[config.mk]
export PLATFORM = sky130hd
export DESIGN_NAME = lnbt_ctrl
export DESIGN_NICKNAME = d
export VERILOG_FILES = /design/src/verilog/lnbt_pkg.sv /design/src/verilog/lnbt_timebase.sv /design/src/verilog/lnbt_ctrl.sv
export SDC_FILE = /design/constraint.sdc
export NUM_CORES = 1
export LEC_CHECK = 0
export BUFFER_PORTS_ARGS = -buffer_cell sky130_fd_sc_hd__buf_2
export CAP_MARGIN = 10
export CELL_PAD_IN_SITES_DETAIL_PLACEMENT = 1
export CELL_PAD_IN_SITES_GLOBAL_PLACEMENT = 1
export CORE_MARGIN = 3
export CORE_UTILIZATION = 47
export CTS_BUF_LIST = sky130_fd_sc_hd__clkbuf_16
export CTS_CLUSTER_DIAMETER = 30
export DETAILED_ROUTE_END_ITERATION = 16
export PLACE_DENSITY = 0.86
export RECOVER_POWER = 50
export SYNTH_ARGS = -nofsm -noshare
export SYNTH_HDL_FRONTEND = slang
export SYNTH_SLANG_ARGS = --single-unit
[constraint.sdc]
create_clock -name clk -period 2.02 [get_ports clk]
set_input_delay 0.202 -clock clk [delete_from_list [all_inputs] [get_ports clk]]
set_output_delay 0.202 -clock clk [all_outputs]
set_load 0.02 [all_outputs]
[src/verilog/lnbt_pkg.sv]
// package: constants and carrier types for the lnb fault timer and tone control block
package lnbt_pkg;

	// system timebase
	localparam int unsigned CLK_HZ           = 10_000_000;
	localparam int unsigned TONE_HZ          = 22_000;
	localparam int unsigned BOOST_TONE_RATIO = 16;
	localparam int unsigned BOOST_HZ         = TONE_HZ * BOOST_TONE_RATIO;
	localparam int unsigned BOOST_HALF_CYC   = CLK_HZ / (2 * BOOST_HZ);

	// overcurrent disable time, in ms and in clock cycles
	localparam int unsigned OC_DISABLE_MS    = 45;
	localparam int unsigned OC_DISABLE_CYC   = (CLK_HZ / 1000) * OC_DISABLE_MS;

	// detector accept bands in Hz, transmit (narrow) and receive (wide)
	localparam int unsigned XMT_LO_HZ        = 20_000;
	localparam int unsigned XMT_HI_HZ        = 24_000;
	localparam int unsigned RCV_LO_HZ        = 17_000;
	localparam int unsigned RCV_HI_HZ        = 27_000;

	// accept bands as period counts in clock cycles
	localparam logic [9:0] XMT_PER_MAX = 10'(CLK_HZ / XMT_LO_HZ);
	localparam logic [9:0] XMT_PER_MIN = 10'((CLK_HZ + XMT_HI_HZ - 1) / XMT_HI_HZ);
	localparam logic [9:0] RCV_PER_MAX = 10'(CLK_HZ / RCV_LO_HZ);
	localparam logic [9:0] RCV_PER_MIN = 10'((CLK_HZ + RCV_HI_HZ - 1) / RCV_HI_HZ);

	// reset values
	localparam logic RST_FAULT = 1'b0;
	localparam logic RST_SKIP  = 1'b0;

	// analog comparator results, all synchronous to clk
	typedef struct packed {
		logic oc_over_limit;  // output current above the set limit
		logic boost_above_hi; // boost would exceed the upper skip threshold
		logic boost_below_lo; // boost has fallen to the lower skip threshold
		logic backdrive;      // output forced above programmed level
		logic tone_sense;     // sliced sense input
		logic amp_xmt_ok;     // amplitude within transmit window
		logic amp_rcv_ok;     // amplitude within receive window
	} lnbt_sense_t;

	// detector operating mode
	typedef enum logic [0:0] {
		MODE_RCV = 1'b0,
		MODE_XMT = 1'b1
	} lnbt_mode_t;

endpackage : lnbt_pkg

[src/verilog/lnbt_timebase.sv]
// timebase: one divider giving the boost switching clock and the tone phase
`timescale 1ns/10ps
module lnbt_timebase (
	input  wire logic clk,        // system clock
	input  wire logic rst_n,      // async reset, active low
	output logic      boost_ph,   // boost switching phase
	output logic      tone_ph     // tone phase, boost divided by sixteen
);
	logic [7:0] div_ff;
	logic [7:0] nxt_div;
	logic       boost_ff;
	logic       nxt_boost;
	logic [3:0] tone_cnt_ff;
	logic [3:0] nxt_tone_cnt;

	// divide clk to the boost rate, then by sixteen for the tone
	always_comb begin
		nxt_div      = div_ff + 8'h01;
		nxt_boost    = boost_ff;
		nxt_tone_cnt = tone_cnt_ff;
		if (div_ff == 8'(lnbt_pkg::BOOST_HALF_CYC - 1)) begin
			nxt_div   = 8'h00;
			nxt_boost = ~boost_ff;
			if (boost_ff) begin // one full boost period done
				nxt_tone_cnt = tone_cnt_ff + 4'h1;
			end
		end
	end

	// divider state, free running so boost and tone never drift apart
	always_ff @(posedge clk or negedge rst_n) begin
		if (!rst_n) begin
			div_ff      <= 8'h00;
			boost_ff    <= 1'b0;
			tone_cnt_ff <= 4'h0;
		end else begin
			div_ff      <= nxt_div;
			boost_ff    <= nxt_boost;
			tone_cnt_ff <= nxt_tone_cnt;
		end
	end

	// phases taken straight from flops
	assign boost_ph = boost_ff;
	assign tone_ph  = tone_cnt_ff[3];
endmodule : lnbt_timebase

[src/verilog/lnbt_ctrl.sv]
// lnbt_ctrl: overcurrent disable timer, boost gating, tone gating and tone detector
`timescale 1ns/10ps
module lnbt_ctrl #(
	parameter int unsigned OC_CYC = lnbt_pkg::OC_DISABLE_CYC, // disable window in cycles
	parameter int unsigned OC_W   = 20                        // window counter width
) (
	input  wire logic                 clk,                        // 10 MHz system clock
	input  wire logic                 rst_n,                      // async reset, active low
	input  wire logic                 output_enable,              // host wants the output on
	input  wire logic                 reenable_pulse,             // host clears a latched fault
	input  wire logic                 tone_enable_input,          // host tone gate
	input  wire lnbt_pkg::lnbt_sense_t sense,                     // analog comparator results
	output logic                      lnb_output_on,              // output stage enabled
	output logic                      overcurrent_fault_flag,     // latched overcurrent fault
	output logic                      boost_gate,                 // boost switch drive
	output logic                      tone_out,                   // gated tone to output stage
	output logic                      pulldown_strong,            // 100 mA pull-down select
	output logic                      detect_mode_xmt,            // detector in transmit mode
	output logic                      tone_detected_flag,         // status flag, tone present
	output logic                      tdo_out,                    // detect pin output value
	output logic                      tdo_oe                      // detect pin output enable
);
	// timebase
	logic boost_ph;
	logic tone_ph;

	lnbt_timebase u_tb (
		.clk      (clk),
		.rst_n    (rst_n),
		.boost_ph (boost_ph),
		.tone_ph  (tone_ph)
	);

	// overcurrent window and fault latch
	logic [OC_W-1:0] oc_cnt_ff;
	logic [OC_W-1:0] nxt_oc_cnt;
	logic            fault_ff;
	logic            nxt_fault;
	logic            oc_expire;

	// count overload edges; any break, a latched fault or a disabled output restarts it
	always_comb begin
		oc_expire  = 1'b0;
		nxt_oc_cnt = oc_cnt_ff;
		nxt_fault  = fault_ff;
		if (!sense.oc_over_limit || fault_ff || !output_enable) begin
			nxt_oc_cnt = '0;
		end else if (oc_cnt_ff == OC_W'(OC_CYC - 1)) begin
			oc_expire  = 1'b1;
			nxt_oc_cnt = '0;
		end else begin
			nxt_oc_cnt = oc_cnt_ff + OC_W'(1); // surge tolerated while counting
		end
		if (reenable_pulse) begin
			nxt_fault = 1'b0;
		end
		if (oc_expire) begin
			nxt_fault = 1'b1; // set wins over a same-cycle clear
		end
	end

	// window counter and fault latch
	always_ff @(posedge clk or negedge rst_n) begin
		if (!rst_n) begin
			oc_cnt_ff <= '0;
			fault_ff  <= lnbt_pkg::RST_FAULT;
		end else begin
			oc_cnt_ff <= nxt_oc_cnt;
			fault_ff  <= nxt_fault;
		end
	end

	// boost pulse skipping with hysteresis
	logic skip_ff;
	logic nxt_skip;

	always_comb begin
		nxt_skip = skip_ff;
		if (sense.boost_above_hi) begin
			nxt_skip = 1'b1;
		end else if (sense.boost_below_lo) begin
			nxt_skip = 1'b0;
		end
	end

	// skip state
	always_ff @(posedge clk or negedge rst_n) begin
		if (!rst_n) begin
			skip_ff <= lnbt_pkg::RST_SKIP;
		end else begin
			skip_ff <= nxt_skip;
		end
	end

	// tone detector: period of the sliced sense input checked against the band
	logic       sense_d_ff;
	logic [9:0] per_cnt_ff;
	logic [9:0] nxt_per_cnt;
	logic       armed_ff;
	logic       nxt_armed;
	logic       det_ff;
	logic       nxt_det;
	logic       rise;
	lnbt_pkg::lnbt_mode_t mode;
	logic [9:0] per_min;
	logic [9:0] per_max;
	logic       amp_ok;

	// accept band test shared by the detector and its checks
	function automatic logic in_band(input logic [9:0] per, input logic [9:0] lo,
		input logic [9:0] hi);
		return (per >= lo) && (per <= hi);
	endfunction : in_band

	// mode follows the tone gate directly
	always_comb begin
		mode    = tone_enable_input ? lnbt_pkg::MODE_XMT : lnbt_pkg::MODE_RCV;
		per_min = lnbt_pkg::RCV_PER_MIN;
		per_max = lnbt_pkg::RCV_PER_MAX;
		amp_ok  = sense.amp_rcv_ok;
		case (mode)
			lnbt_pkg::MODE_XMT: begin
				per_min = lnbt_pkg::XMT_PER_MIN;
				per_max = lnbt_pkg::XMT_PER_MAX;
				amp_ok  = sense.amp_xmt_ok;
			end
			lnbt_pkg::MODE_RCV: begin
				per_min = lnbt_pkg::RCV_PER_MIN;
				per_max = lnbt_pkg::RCV_PER_MAX;
				amp_ok  = sense.amp_rcv_ok;
			end
			default: begin
				per_min = lnbt_pkg::RCV_PER_MIN;
				per_max = lnbt_pkg::RCV_PER_MAX;
				amp_ok  = sense.amp_rcv_ok;
			end
		endcase
	end

	// one good period after the first edge is enough, keeping delay near 1.5 periods
	always_comb begin
		rise        = sense.tone_sense & ~sense_d_ff;
		nxt_per_cnt = per_cnt_ff;
		nxt_armed   = armed_ff;
		nxt_det     = det_ff;
		if (rise) begin
			nxt_per_cnt = 10'h001;
			nxt_armed   = 1'b1;
			nxt_det     = armed_ff && amp_ok &&
				in_band(per_cnt_ff, per_min, per_max);
		end else if (per_cnt_ff > lnbt_pkg::RCV_PER_MAX) begin
			nxt_armed = 1'b0; // tone gone, no edge within the widest band
			nxt_det   = 1'b0;
		end else begin
			nxt_per_cnt = per_cnt_ff + 10'h001;
		end
	end

	// detector state; idle sense is low, so no false edge after reset
	always_ff @(posedge clk or negedge rst_n) begin
		if (!rst_n) begin
			sense_d_ff <= 1'b0;
			per_cnt_ff <= 10'h000;
			armed_ff   <= 1'b0;
			det_ff     <= 1'b0;
		end else begin
			sense_d_ff <= sense.tone_sense;
			per_cnt_ff <= nxt_per_cnt;
			armed_ff   <= nxt_armed;
			det_ff     <= nxt_det;
		end
	end

	// registered outputs
	logic lnb_on_ff;
	logic nxt_lnb_on;
	logic boost_gate_ff;
	logic nxt_boost_gate;
	logic tone_out_ff;
	logic nxt_tone_out;
	logic pulldown_ff;
	logic xmt_ff;
	logic flag_ff;
	logic tdo_oe_ff;

	// back-drive only masks the output, so it recovers by itself
	always_comb begin
		nxt_lnb_on     = output_enable & ~fault_ff & ~nxt_fault & ~sense.backdrive;
		nxt_boost_gate = boost_ph & ~skip_ff & output_enable & ~fault_ff;
		nxt_tone_out   = tone_ph & tone_enable_input;
	end

	// output flops, so every port is glitch free
	always_ff @(posedge clk or negedge rst_n) begin
		if (!rst_n) begin
			lnb_on_ff     <= 1'b0;
			boost_gate_ff <= 1'b0;
			tone_out_ff   <= 1'b0;
			pulldown_ff   <= 1'b0;
			xmt_ff        <= 1'b0;
			flag_ff       <= 1'b0;
			tdo_oe_ff     <= 1'b0;
		end else begin
			lnb_on_ff     <= nxt_lnb_on;
			boost_gate_ff <= nxt_boost_gate;
			tone_out_ff   <= nxt_tone_out;
			pulldown_ff   <= tone_enable_input;
			xmt_ff        <= tone_enable_input;
			flag_ff       <= det_ff;
			tdo_oe_ff     <= det_ff; // pulls low while tone present
		end
	end

	// ports straight from the flops, except tdo_out tied low
	assign lnb_output_on          = lnb_on_ff;
	assign overcurrent_fault_flag = fault_ff;
	assign boost_gate             = boost_gate_ff;
	assign tone_out               = tone_out_ff;
	assign pulldown_strong        = pulldown_ff;
	assign detect_mode_xmt        = xmt_ff;
	assign tone_detected_flag     = flag_ff;
	assign tdo_out                = 1'b0; // open drain: only ever drives low
	assign tdo_oe                 = tdo_oe_ff;
endmodule : lnbt_ctrl

After elaboration in Yosys (flattened, before gate mapping)
Index checks and enable logic that the tools add are counted.
W data, S select, Z words.
{ "totals": {"regBits": 53, "input_bits": 12, "out_inout_bits": 9, "wordCells": 68} }
{ "op_classes": {"addsub": 4, "order_cmp": 3, "eq_ne": 3, "n_mux": 18, "n_bitwise": 15, "n_reduce_logical": 10} }
{ "op_table": {"columns": ["operator", "count"], "rows": [
  ["$mux W20", 2],
  ["$pmux W10 S2", 2],
  ["$add A20 B1 Y20 const B", 1],
  ["$eq A20 B19 Y1 const B", 1],
  ["$mux W10", 2],
  ["$add A10 B1 Y10 const B", 1],
  ["$ge A10 B10 Y1", 1],
  ["$gt A10 B10 Y1 const B", 1],
  ["$le A10 B10 Y1", 1],
  ["$mux W1", 10],
  ["$add A8 B1 Y8 const B", 1],
  ["$and A1 B1 Y1", 8],
  ["$eq A8 B4 Y1 const B", 1],
  ["$mux W8", 1],
  ["$not A1 Y1", 7],
  ["$add A4 B1 Y4 const B", 1],
  ["$reduce_bool A2 Y1", 2],
  ["$logic_and A1 B1 Y1", 3],
  ["$logic_not A1 Y1", 2],
  ["$logic_or A1 B1 Y1", 2],
  ["$ne A2 B2 Y1 const B", 1],
  ["$pmux W1 S2", 1],
  ["$reduce_and A2 Y1", 1]
]} }

Depth between registers and ports, before layout
Gate-level depths: netlist of the first run.
{ "logic_depth": {"ltp_word": 8, "mapped_depth": 7} }

Hierarchy
Synthesis of the first run repeated with hierarchy kept, for this count alone.
{ "unflattened": {"cells_unflattened": 271, "hier_area_um2": 2859.0} }
{ "by_module_without_submodules": {"columns": ["mod", "n_inst", "cells_per_inst", "area_each_um2"], "rows": [
  ["lnbt_ctrl", 1, 223, 2234.6],
  ["lnbt_timebase", 1, 48, 624.3]
]} }

Worst setup path before layout of the first run
Ideal clock, no wire load.
{ "synth_path": {"path_type": "register to register", "from": "register per_cnt_ff[0]", "to": "register per_cnt_ff[4]", "setup_time_ns": 0.130, "t_arrival_ns": 1.580, "path_slack_ns": 0.310, "stages_incl_launch_ff": 8, "n_path_buf": 0, "path_cell_list": "dfrtp_1 -> inv_1 -> ha_1 -> or3b_1 -> a211o_1 -> a21oi_2 -> xnor2_1 -> nor2_1"} }
{ "synth_between": {"elab_chain_len": 3, "elab_cells_between_ends": 5, "cone_classes": "add/sub: 1; order compare: 1; eq/ne: 1; mux: 2"} }
{ "synth_rtl": {"columns": ["element", "line", "text"], "rows": [
  ["start: declaration", "lnbt_ctrl.sv:97", "logic [9:0] per_cnt_ff;"],
  ["start signal: assignment", "lnbt_ctrl.sv:168", "per_cnt_ff <= nxt_per_cnt;"],
  ["$add A10 B1 Y10", "lnbt_ctrl.sv:155", "nxt_per_cnt = per_cnt_ff + 10'h001;"],
  ["$mux W10", "lnbt_ctrl.sv:151", "end else if (per_cnt_ff > lnbt_pkg::RCV_PER_MAX) begin"],
  ["$mux W10", "lnbt_ctrl.sv:146", "if (rise) begin"]
]} }
Several ways; a longest one is shown, not always the timed one. The select of a mux whose other input is x is not followed.
A chain may end at the register's enable or synchronous reset.

Worst setup path in the final report of the first run
{ "layout_path": {"from": "register oc_cnt_ff[0]", "to": "register oc_cnt_ff[5]"} }
{ "layout_between": {"elab_chain_len": 3, "elab_cells_between_ends": 4, "cone_classes": "add/sub: 1; eq/ne: 1; mux: 2"} }
{ "layout_rtl": {"columns": ["element", "line", "text"], "rows": [
  ["start: declaration", "lnbt_ctrl.sv:35", "logic [OC_W-1:0] oc_cnt_ff;"],
  ["start signal: assignment", "lnbt_ctrl.sv:68", "oc_cnt_ff <= nxt_oc_cnt;"],
  ["$add A20 B1 Y20 or $eq A20 B19 Y1 (tied branches)", "lnbt_ctrl.sv:52, lnbt_ctrl.sv:48", null],
  ["$mux W20 *", "lnbt_ctrl.sv:48", "end else if (oc_cnt_ff == OC_W'(OC_CYC - 1)) begin"],
  ["$mux W20 *", "lnbt_ctrl.sv:46", "if (!sense.oc_over_limit || fault_ff || !output_enable) begin"],
  ["net nxt_oc_cnt[5]", "lnbt_ctrl.sv:36", "logic [OC_W-1:0] nxt_oc_cnt;"]
]} }
The timed path passes the listed nets; every way through them passes the cells marked *.

==> results of run 1 <==
[power by group through the flow]
| stage | sequential [uW] | combinational, uW | clock [uW] |
|---|---|---|---|
| after global routing | 1190 | 277 | 905 |
| after global placement | 1190 | 234 | 0 |
| after floorplan | 1160 | 182 | 0 |
| final | 1180 | 244 | 832 |
| after detailed placement | 1200 | 248 | 0 |
| after CTS | 1180 | 253 | 855 |
[cell type report]
type	instances	area [um^2]
fill	600	2330
tap	70	87.6
clock inverter	3	18.8
timing repair buffer	25	139
sequential	53	1330
inverter	10	37.5
clock buffer	5	125
multi-input combinational	190	1270
[final timing paths]
| check | end | start | cells past startpoint |
|---|---|---|---|
| worst max register to register | oc_cnt_ff[5] | oc_cnt_ff[0] | 6 |
| worst max-delay path | oc_cnt_ff[5] | oc_cnt_ff[0] | 6 |
| max in group asynchronous | per_cnt_ff[1] | rst_n | 3 |
| min in group asynchronous | u_tb.div_ff[6] | rst_n | 2 |
| worst min-delay path | sense_d_ff | sense[2] | 1 |
| worst min register to register | tdo_oe | det_ff | 0 |
[flip-flops by register name, summed over array words and instances, names as in the netlist, 4 cells and up]
name	flops
u_tb.tone_cnt_ff	4
u_tb.div_ff	8
oc_cnt_ff	20
per_cnt_ff	10
[metal layers]
| metal | global-route usage | share of wire |
|---|---|---|
| met4 | 0.115 | 0.033 |
| met1 | 0.258 | 0.41 |
| met3 | 0.0482 | 0.030 |
| met5 | 0 | 0 |
| met2 | 0.414 | 0.53 |
[cell families (layout without fill, tap and decap cells)]
group                      after synthesis  in the layout  synth area share
buffers and inverters                   21             43            0.0376
muxes                                    3              3            0.0116
DFF                                     53             53             0.492
other                                    1              1           0.00139
adders and majority gates               15             15            0.0697
and+or+nand+nor                        111            111             0.212
AOI/OAI and AO/OA                       26             26            0.0646
xor gates and xnor gates                34             34             0.111
[timing repair]
item                                   in CTS  in global routing
setup endpoints to repair                   0                  7
endpoints found under the hold margin      11                  0
hold buffers                                1                  0
gates resized for setup                     0                  1
[cells in the final DEF (no fill, tap or decap), drive strengths merged, types with 11 or more instances in the layout]
cell / instances
xor2: 17
nand4: 11
nand2: 16
xnor2: 17
inv: 11
nor2: 40
ha: 15
nand3: 15
buf: 20
dfrtp: 53
[stage by stage]
stage                     std cells   util  hold slack, ns  setup WS, ns  power (uW)
after global placement          347  0.537           0.101         0.249        1420
after CTS                       356  0.565          0.0365         0.125        2280
final                           356  0.564          0.0542         0.141        2250
after detailed placement        347  0.537           0.105         0.150        1440
after global routing            356  0.564          0.0516        0.0164        2370
after floorplan                 264      -         -0.0936         0.310        1350
==> flow_metrics.tcl, run 1 <==
set metrics [dict create \
    cp_top_family "simple AND/OR/NAND/NOR gates" \
    synth_top_area_frac 0.492 \
    first_pass_iters 4 \
    finalMaxSlewViolations 0 \
    place_area_um2 2860 \
    wl_per_cell_um 19.1 \
    tightest_slew_ns 0.738 \
    cts.sinks 53 \
    dieWidth_um 81.7 \
    sw_frac_of_total 0.262 \
    antenna_found_initial 0 \
    clk_pin_slew_ns 0.07 \
    ys_warn_count 0 \
    p_comb_frac 0.108 \
    critPathArrivalTime_ns 2.10 \
    powerDensity_nw_per_um2 749 \
    yosysMostFrequentCell "dfrtp_1" \
    ys.flop_type "dfrtp_1" \
    drc 0 \
    antenna_left 0 \
    cp.required_ns 2.24 \
    post_synth_num_cell_types 46 \
    post_cts_buffers 0 \
    die_h_um 81.7 \
    async_reset_ff_frac 1.00 \
    ys_top_cells_by_area "dfrtp_1 (49%), ha_1 (7.0%), nor2_1 (5.6%)" \
    hold_viol_final 0 \
    syn_nets 291 \
    vias 2031 \
    gp_congestion 0.819 \
    path_buf_inv 1 \
    tns_ns 0 \
    yosys.area.top_type "dfrtp_1" \
    finalNetCount 312 \
    insertion_delay_ns 0.29 \
    synth_edf_count 0 \
    maxCapViolations 0 \
    hold_class "in2reg" \
    grt_overflow 0 \
    synth_commonest_cells "dfrtp_1 (53), nor2_1 (40), xnor2_1 (17), xor2_1 (17), nand2_1 (16)" \
    start_util 0.505 \
    clockBufferDepth 2 \
    r2r_slack_ns 0.14 \
    crit_path_start_kind "register" \
    track_usage 0.231 \
    status "finished, final reports clean" \
    critical_path_class "reg2reg" \
    leakage_uw 0.00139 \
    grt_max_degree 43 \
    relSlewSlack 0.507 \
    htree_levels 2 \
    seq_power_share 0.522 \
    coreArea_um2 5340 \
    synth.avg_cell_area_um2 10.2 \
    max_freq_ghz 0.532 \
    min_period_over_period 0.930 \
    ys_seq_area_frac 0.492 \
    syn_inst 264 \
    port_buffers 19 \
    root_buffer "clkbuf_16" \
    routed_wl_mm 6.79 \
    grt_pass1_vias 2283 \
    clkPwrFrac 0.370 \
    setup_viol 0 \
    slowest_stage "dfrtp_1" \
    drive_gt1_frac 0.126 \
    netlist_area_um2 2690 \
    antenna_cells 0 \
    num_io_pins 21 \
    avgViaCountPerCell 5.71 \
    path_cells "ha_1 -> and3_1 -> nand4_1 -> nand3_1 -> buf_4 -> nor2_1" \
    p_sw_uw 590 \
    skew_ns 0.00756 \
    period_needed_ns 1.88 \
    row_count 26 \
    critPathCaptureType "register" \
    grt_setup_unrepaired "false" \
    max_stage_delay_ns 0.41 \
    syn_to_final_growth_pct 11.6 \
    cts_tree "built" \
    dp.final_hpwl_mm 4.64 \
    first_iter_violations 89 \
    cts_buffers 5 \
    finalInstanceArea_um2 3010 \
    die-area_um2 6680 \
    vdd_drop_max_uv 410 \
    ys_ff_latch 53 \
    critPathMaxFanout 8 \
    p_int_uw 1660 \
    grt_pass1_wl_mm 11.4 \
]
Note: power is estimated with default switching activity, not from simulation.
==> run 2, diff against run 1 <==
- CORE_UTILIZATION: 47 -> 49
- CTS_BUF_LIST: sky130_fd_sc_hd__clkbuf_16 -> sky130_fd_sc_hd__clkbuf_8
- PLACE_DENSITY: 0.86 -> 0.85
==> run 2 against run 1 <==
Net effect: via count down 5.1%; register-to-register slack gained 0.03 ns; total power fell by 10%; non-clock buffer count is 2 lower; critical endpoint is now per_cnt_ff[4]; first-iteration DRC count is 11% lower; combinational power is 6% higher; critical path depth is 1 higher.
==> flow_metrics.tcl, run 2 (same netlist as run 1, synthesis figures left out) <==
set metrics [dict create \
    path_cells "inv_1 -> ha_1 -> or3b_1 -> a211o_1 -> a21oi_2 -> xnor2_1 -> nor2_1" \
    skew_ns 0.0122 \
    post_cts_buffers 0 \
    slowest_stage "dfrtp_1" \
    p_int_uw 1460 \
    gp_congestion 0.800 \
    syn_to_final_growth_pct 9.24 \
    status "finished, final reports clean" \
    fin_ws_ns 0.168 \
    drive_gt1_frac 0.113 \
    clk_pin_slew_ns 0.10 \
    dp.final_hpwl_mm 4.13 \
    largestRegisters "oc_cnt_ff (20), per_cnt_ff (10), u_tb.div_ff (8)" \
    cts.sinks 53 \
    seq_power_share 0.582 \
    avgViaCountPerCell 5.45 \
    critical_path_class "reg2reg" \
    ff2ff_path_depth 7 \
    cp_top_family "compound AO/OA/AOI/OAI gates" \
    row_count 26 \
    finalInstanceArea_um2 2940 \
    min_period_over_period 0.917 \
    insertion_delay_ns 0.30 \
    antenna_cells 0 \
    path_buf_inv 1 \
    critPathArrivalTime_ns 2.02 \
    layout_common_cells "dfrtp_1 (53), nor2_1 (40), xnor2_1 (17), xor2_1 (17), nand2_1 (16)" \
    leakage_uw 0.00135 \
    vdd_drop_max_uv 372 \
    cp.required_ns 2.19 \
    routed_wl_mm 5.64 \
    cts_buffers 5 \
    first_iter_violations 79 \
    grt_max_degree 34 \
    p_comb_frac 0.128 \
    htree_levels 2 \
    num_io_pins 21 \
    start_util 0.518 \
    powerDensity_nw_per_um2 687 \
    tns_ns 0 \
    coreArea_um2 5200 \
    track_usage 0.202 \
    hold_class "in2reg" \
    antenna_left 0 \
    relSlewSlack 0.193 \
    critPathCaptureType "register" \
    grt_pass1_vias 2058 \
    first_pass_iters 4 \
    hold_viol_final 0 \
    port_buffers 19 \
    critical_path_depth 7 \
    root_buffer "clkbuf_8" \
    clkPwrFrac 0.290 \
    maxCapViolations 0 \
    grt_pass1_wl_mm 10.0 \
    p_sw_uw 564 \
    drc 0 \
    place_area_um2 2850 \
    hold_path_depth 1 \
    die-area_um2 6420 \
    largest_register_ffs 20 \
    crit_path_start_kind "register" \
    clockBufferDepth 2 \
    sw_frac_of_total 0.279 \
    antenna_found_initial 0 \
    layout_commonest_cell "dfrtp_1" \
    fill_cells 610 \
    dp.cells 345 \
    period_needed_ns 1.85 \
    setup_viol 0 \
    finalNetCount 310 \
    grt_setup_unrepaired "false" \
    regMostFlops "oc_cnt_ff" \
    max_stage_delay_ns 0.44 \
    die_h_um 80.1 \
    layoutNonFillerInstCount 354 \
    finalMaxSlewViolations 0 \
    critPathMaxFanout 5 \
    dieWidth_um 80.1 \
    grt_overflow 0 \
    vias 1928 \
    wl_per_cell_um 15.9 \
    dp_slack_ns 0.106 \
    max_freq_ghz 0.540 \
    tightest_slew_ns 1.21 \
    cts_tree "built" \
]
run 2: cell count changes in the layout (fill, tap and decap cells not counted):
cell        before  now
a2111oi_0        2    1
a2111oi_2        0    1
buf_12           0    1
buf_2           16   13
buf_4            4    2
clkbuf_1         3    6
clkbuf_16        5    0
clkbuf_4         1    0
clkbuf_8         0    5
clkinv_2         0    2
clkinvlp_4       2    1
inv_1           11   10
nor4_1           1    2
nor4_2           2    1
run 2: timing repair:
| action | in CTS | in global routing |
|---|---|---|
| setup endpoints to repair | 0 | 1 |
| hold buffers | 1 | 0 |
| hold endpoints to repair | 20 | 0 |
| gates resized for setup | 0 | 2 |
run 2: per-layer routing:
metal	track usage	vias to the layer above	part of all wire
met4	0.0709	0	0.012
met3	0.0269	5	0.019
met5	0	-	0
met2	0.358	18	0.52
li1	-	934	-
met1	0.251	971	0.45
run 2: cell type report:
type / count / area, um^2 / area share
Clock inverter: 3 / 17.5 / 0.00595
Timing Repair Buffer: 23 / 133 / 0.0451
Tap cell: 70 / 87.6 / 0.0298
Sequential cell: 53 / 1330 / 0.451
Multi-Input combinational cell: 190 / 1270 / 0.432
Inverter: 10 / 37.5 / 0.0128
Clock buffer: 5 / 68.8 / 0.0234
run 2: worst paths after layout:
path	from	end	slack, ns
min in group asynchronous	rst_n	skip_ff	0.70
hold reg to reg	det_ff	tdo_oe	0.42
hold / removal	sense[2]	sense_d_ff	0.04
setup / recovery	per_cnt_ff[0]	per_cnt_ff[4]	0.17
setup reg to reg	per_cnt_ff[0]	per_cnt_ff[4]	0.17
max in group asynchronous	rst_n	per_cnt_ff[2]	0.56
run 2: power by group through the flow:
stage                     clock, uW  sequential (uW)  combinational [uW]
final                           586             1180                 258
after global routing            647             1190                 307
after detailed placement          0             1190                 248
after global placement            0             1190                 231
after CTS                       602             1170                 254
after floorplan                   0             1160                 182
run 2: stage by stage:
stage,total power (uW),util,hold WS (ns)
detailed placement,1440,0.547,0.200
finish,2020,0.565,0.0392
CTS,2030,0.566,0.0219
global placement,1420,0.547,0.199
global route,2140,0.565,0.0349
floorplan,1350,-,-0.0936
==> run 3, diff against run 2 <==
- ABC_AREA: default -> 1
- CORE_UTILIZATION: 49 -> 46
- PLACE_DENSITY: 0.85 -> 0.84
==> run 3 against run 2 <==
Net effect: non-clock buffer count is 2 higher; critical path depth rose by 1; sequential power about the same; critical endpoint is now per_cnt_ff[7]; critical path type unchanged; maximum frequency is 12% higher; via count grew 33%; total power grew 6.2%; area after synthesis rose by 15%; sequential share of layout area down 5.6 points; clock power up 27%; largest power group unchanged.
==> flow_metrics.tcl, run 3 <==
set metrics [dict create \
    status "finished, final reports clean" \
    critPathCaptureType "register" \
    cp.required_ns 2.22 \
    row_count 29 \
    drive_gt1_frac 0.0884 \
    min_period_over_period 0.816 \
    finalNetCount 456 \
    holdWs_ns 0.0140 \
    antenna_found_initial 0 \
    yosysMostFrequentCell "nand2_1" \
    place_area_um2 3250 \
    ys_ff_latch 53 \
    synth_commonest_cells "nand2_1 (112), nor2_1 (63), inv_1 (54), dfrtp_1 (53), nand3_1 (24)" \
    fill_cells 850 \
    synthAdderAreaFrac 0.0608 \
    syn_nets 434 \
    synth_top_area_frac 0.430 \
    dieWidth_um 87.9 \
    ys_warn_count 0 \
    synth-compound-area-share 0.0369 \
    cts_tree "built" \
    layout_commonest_cell "nand2_1" \
    cts_buffers 5 \
    finalInstanceArea_um2 3360 \
    die-area_um2 7730 \
    setup_viol 0 \
    crit_path_start_kind "register" \
    maxCapViolations 0 \
    wl_per_cell_um 13.6 \
    dp.final_hpwl_mm 5.29 \
    root_buffer "clkbuf_8" \
    syn_inst 407 \
    skew_ns 0.00669 \
    multiInputGateArea_um2 1490 \
    htree_levels 2 \
    regMostFlops "oc_cnt_ff" \
    clockBufferDepth 2 \
    hold_viol_final 0 \
    synthMuxAreaShare 0 \
    cts.sinks 53 \
    gp_congestion 0.826 \
    insertion_delay_ns 0.30 \
    synth_xor_area_frac 0.0511 \
    async_reset_ff_frac 1.00 \
    relSlewSlack 0.260 \
    largest_register_ffs 20 \
    tns_ns 0 \
    seqCellArea_um2 1330 \
    fin_util 0.523 \
    top_layer_used "met4" \
    synth_top_family_by_area "simple AND/OR/NAND/NOR gates" \
    wl_met1_mm 3.16 \
    first_pass_iters 4 \
    grt_pass1_wl_mm 12.0 \
    finalPower_uw 2150 \
    leakage_uw 0.00169 \
    critPathMaxFanout 11 \
    num_io_pins 21 \
    antenna_left 0 \
    grt_pass1_vias 2652 \
    ys_top_cells_by_area "dfrtp_1 (43%), nand2_1 (14%), nor2_1 (7.7%)" \
    max_freq_ghz 0.607 \
    antenna_cells 0 \
    synth-simple-area-share 0.334 \
    synth.avg_cell_area_um2 7.58 \
    layout_common_cells "nand2_1 (112), nor2_1 (63), inv_1 (55), dfrtp_1 (53), nand3_1 (24)" \
    powerDensity_nw_per_um2 638 \
    critical_path_class "reg2reg" \
    hold_class "in2reg" \
    yosys.area.top_type "dfrtp_1" \
    ys_seq_area_frac 0.430 \
    finalMaxSlewViolations 0 \
    port_buffers 19 \
    vdd_drop_max_uv 419 \
    avgViaCountPerCell 5.07 \
    largestRegisters "oc_cnt_ff (20), per_cnt_ff (10), u_tb.div_ff (8)" \
    grt_max_degree 21 \
    ys.flop_type "dfrtp_1" \
    grt_overflow 0 \
    post_cts_buffers 0 \
    tightest_slew_ns 1.11 \
    grt_setup_unrepaired "false" \
    track_usage 0.196 \
    first_iter_violations 67 \
    cts-resized-gates 0 \
    wl_met3_um 144 \
    critPathArrivalTime_ns 1.85 \
    drc 0 \
    clk_pin_slew_ns 0.09 \
    synth_edf_count 0 \
    syn_to_final_growth_pct 8.96 \
    die_h_um 87.9 \
    routed-wl-met2_mm 3.48 \
    netlist_area_um2 3090 \
    start_util 0.480 \
    vias 2573 \
    period_needed_ns 1.65 \
    post_synth_num_cell_types 28 \
    coreArea_um2 6420 \
    routed_wl_mm 6.88 \
]
-- run 3: power breakdown --
part / total, uW / internal [uW] / leakage, uW / switching (uW)
Clock: 743 / 399 / 0.0000626 / 344
Sequential: 1150 / 1100 / 0.000695 / 58.7
Combinational: 249 / 94.0 / 0.000937 / 155
-- run 3: path summary, 6_finish.rpt --
check,startpoint,endpoint,slack (ns),cells after the start
worst min-delay path,sense[2],sense_d_ff,0.01,1
worst max-delay path,per_cnt_ff[0],per_cnt_ff[7],0.37,8
worst min register to register,det_ff,tdo_oe,0.43,0
max in group asynchronous,rst_n,det_ff,0.40,3
min in group asynchronous,rst_n,boost_gate,0.63,2
worst max register to register,per_cnt_ff[0],per_cnt_ff[7],0.37,8
-- run 3: layout make-up --
type / count / area share
flip-flops and latches: 53 / 0.394
clock inverters: 2 / 0.0100
inverters: 54 / 0.0603
repair buffers: 25 / 0.0380
well taps: 77 / 0.0287
clock buffers: 6 / 0.0246
multi-input cells: 290 / 0.444
-- run 3: worst max-delay path, cell delays in order, from the launching register on --
cell and delay, ns:
dfrtp_1 0.42, inv_1 0.09, ha_1 0.22, o21ai_1 0.15
nand2_1 0.09, nand2_2 0.20, nand3_2 0.19, nand2_1 0.12
nand2_1 0.05
-- run 3: repair_timing --
action                                 CTS  global route
setup endpoints to repair                0             0
endpoints found under the hold margin   18             0
hold buffers                             1             0
-- run 3: per-stage QoR --
stage	std cells	setup slack, ns
after floorplan	407	0.689
after global placement	498	0.505
after detailed placement	498	0.401
after CTS	507	0.377
after global routing	507	0.123
final	507	0.372
-- run 3: logic make-up after synthesis --
family / count (synthesis)
simple gates: 235
buf+inv: 64
flops: 53
compound gates: 21
xor+xnor: 18
fa+ha+maj: 15
other cells: 1
-- run 3: routing by layer --
layer	vias up	global-route usage
li1	1300	-
met1	1242	0.246
met2	24	0.347
met3	7	0.0301
met4	0	0.0572
met5	-	0
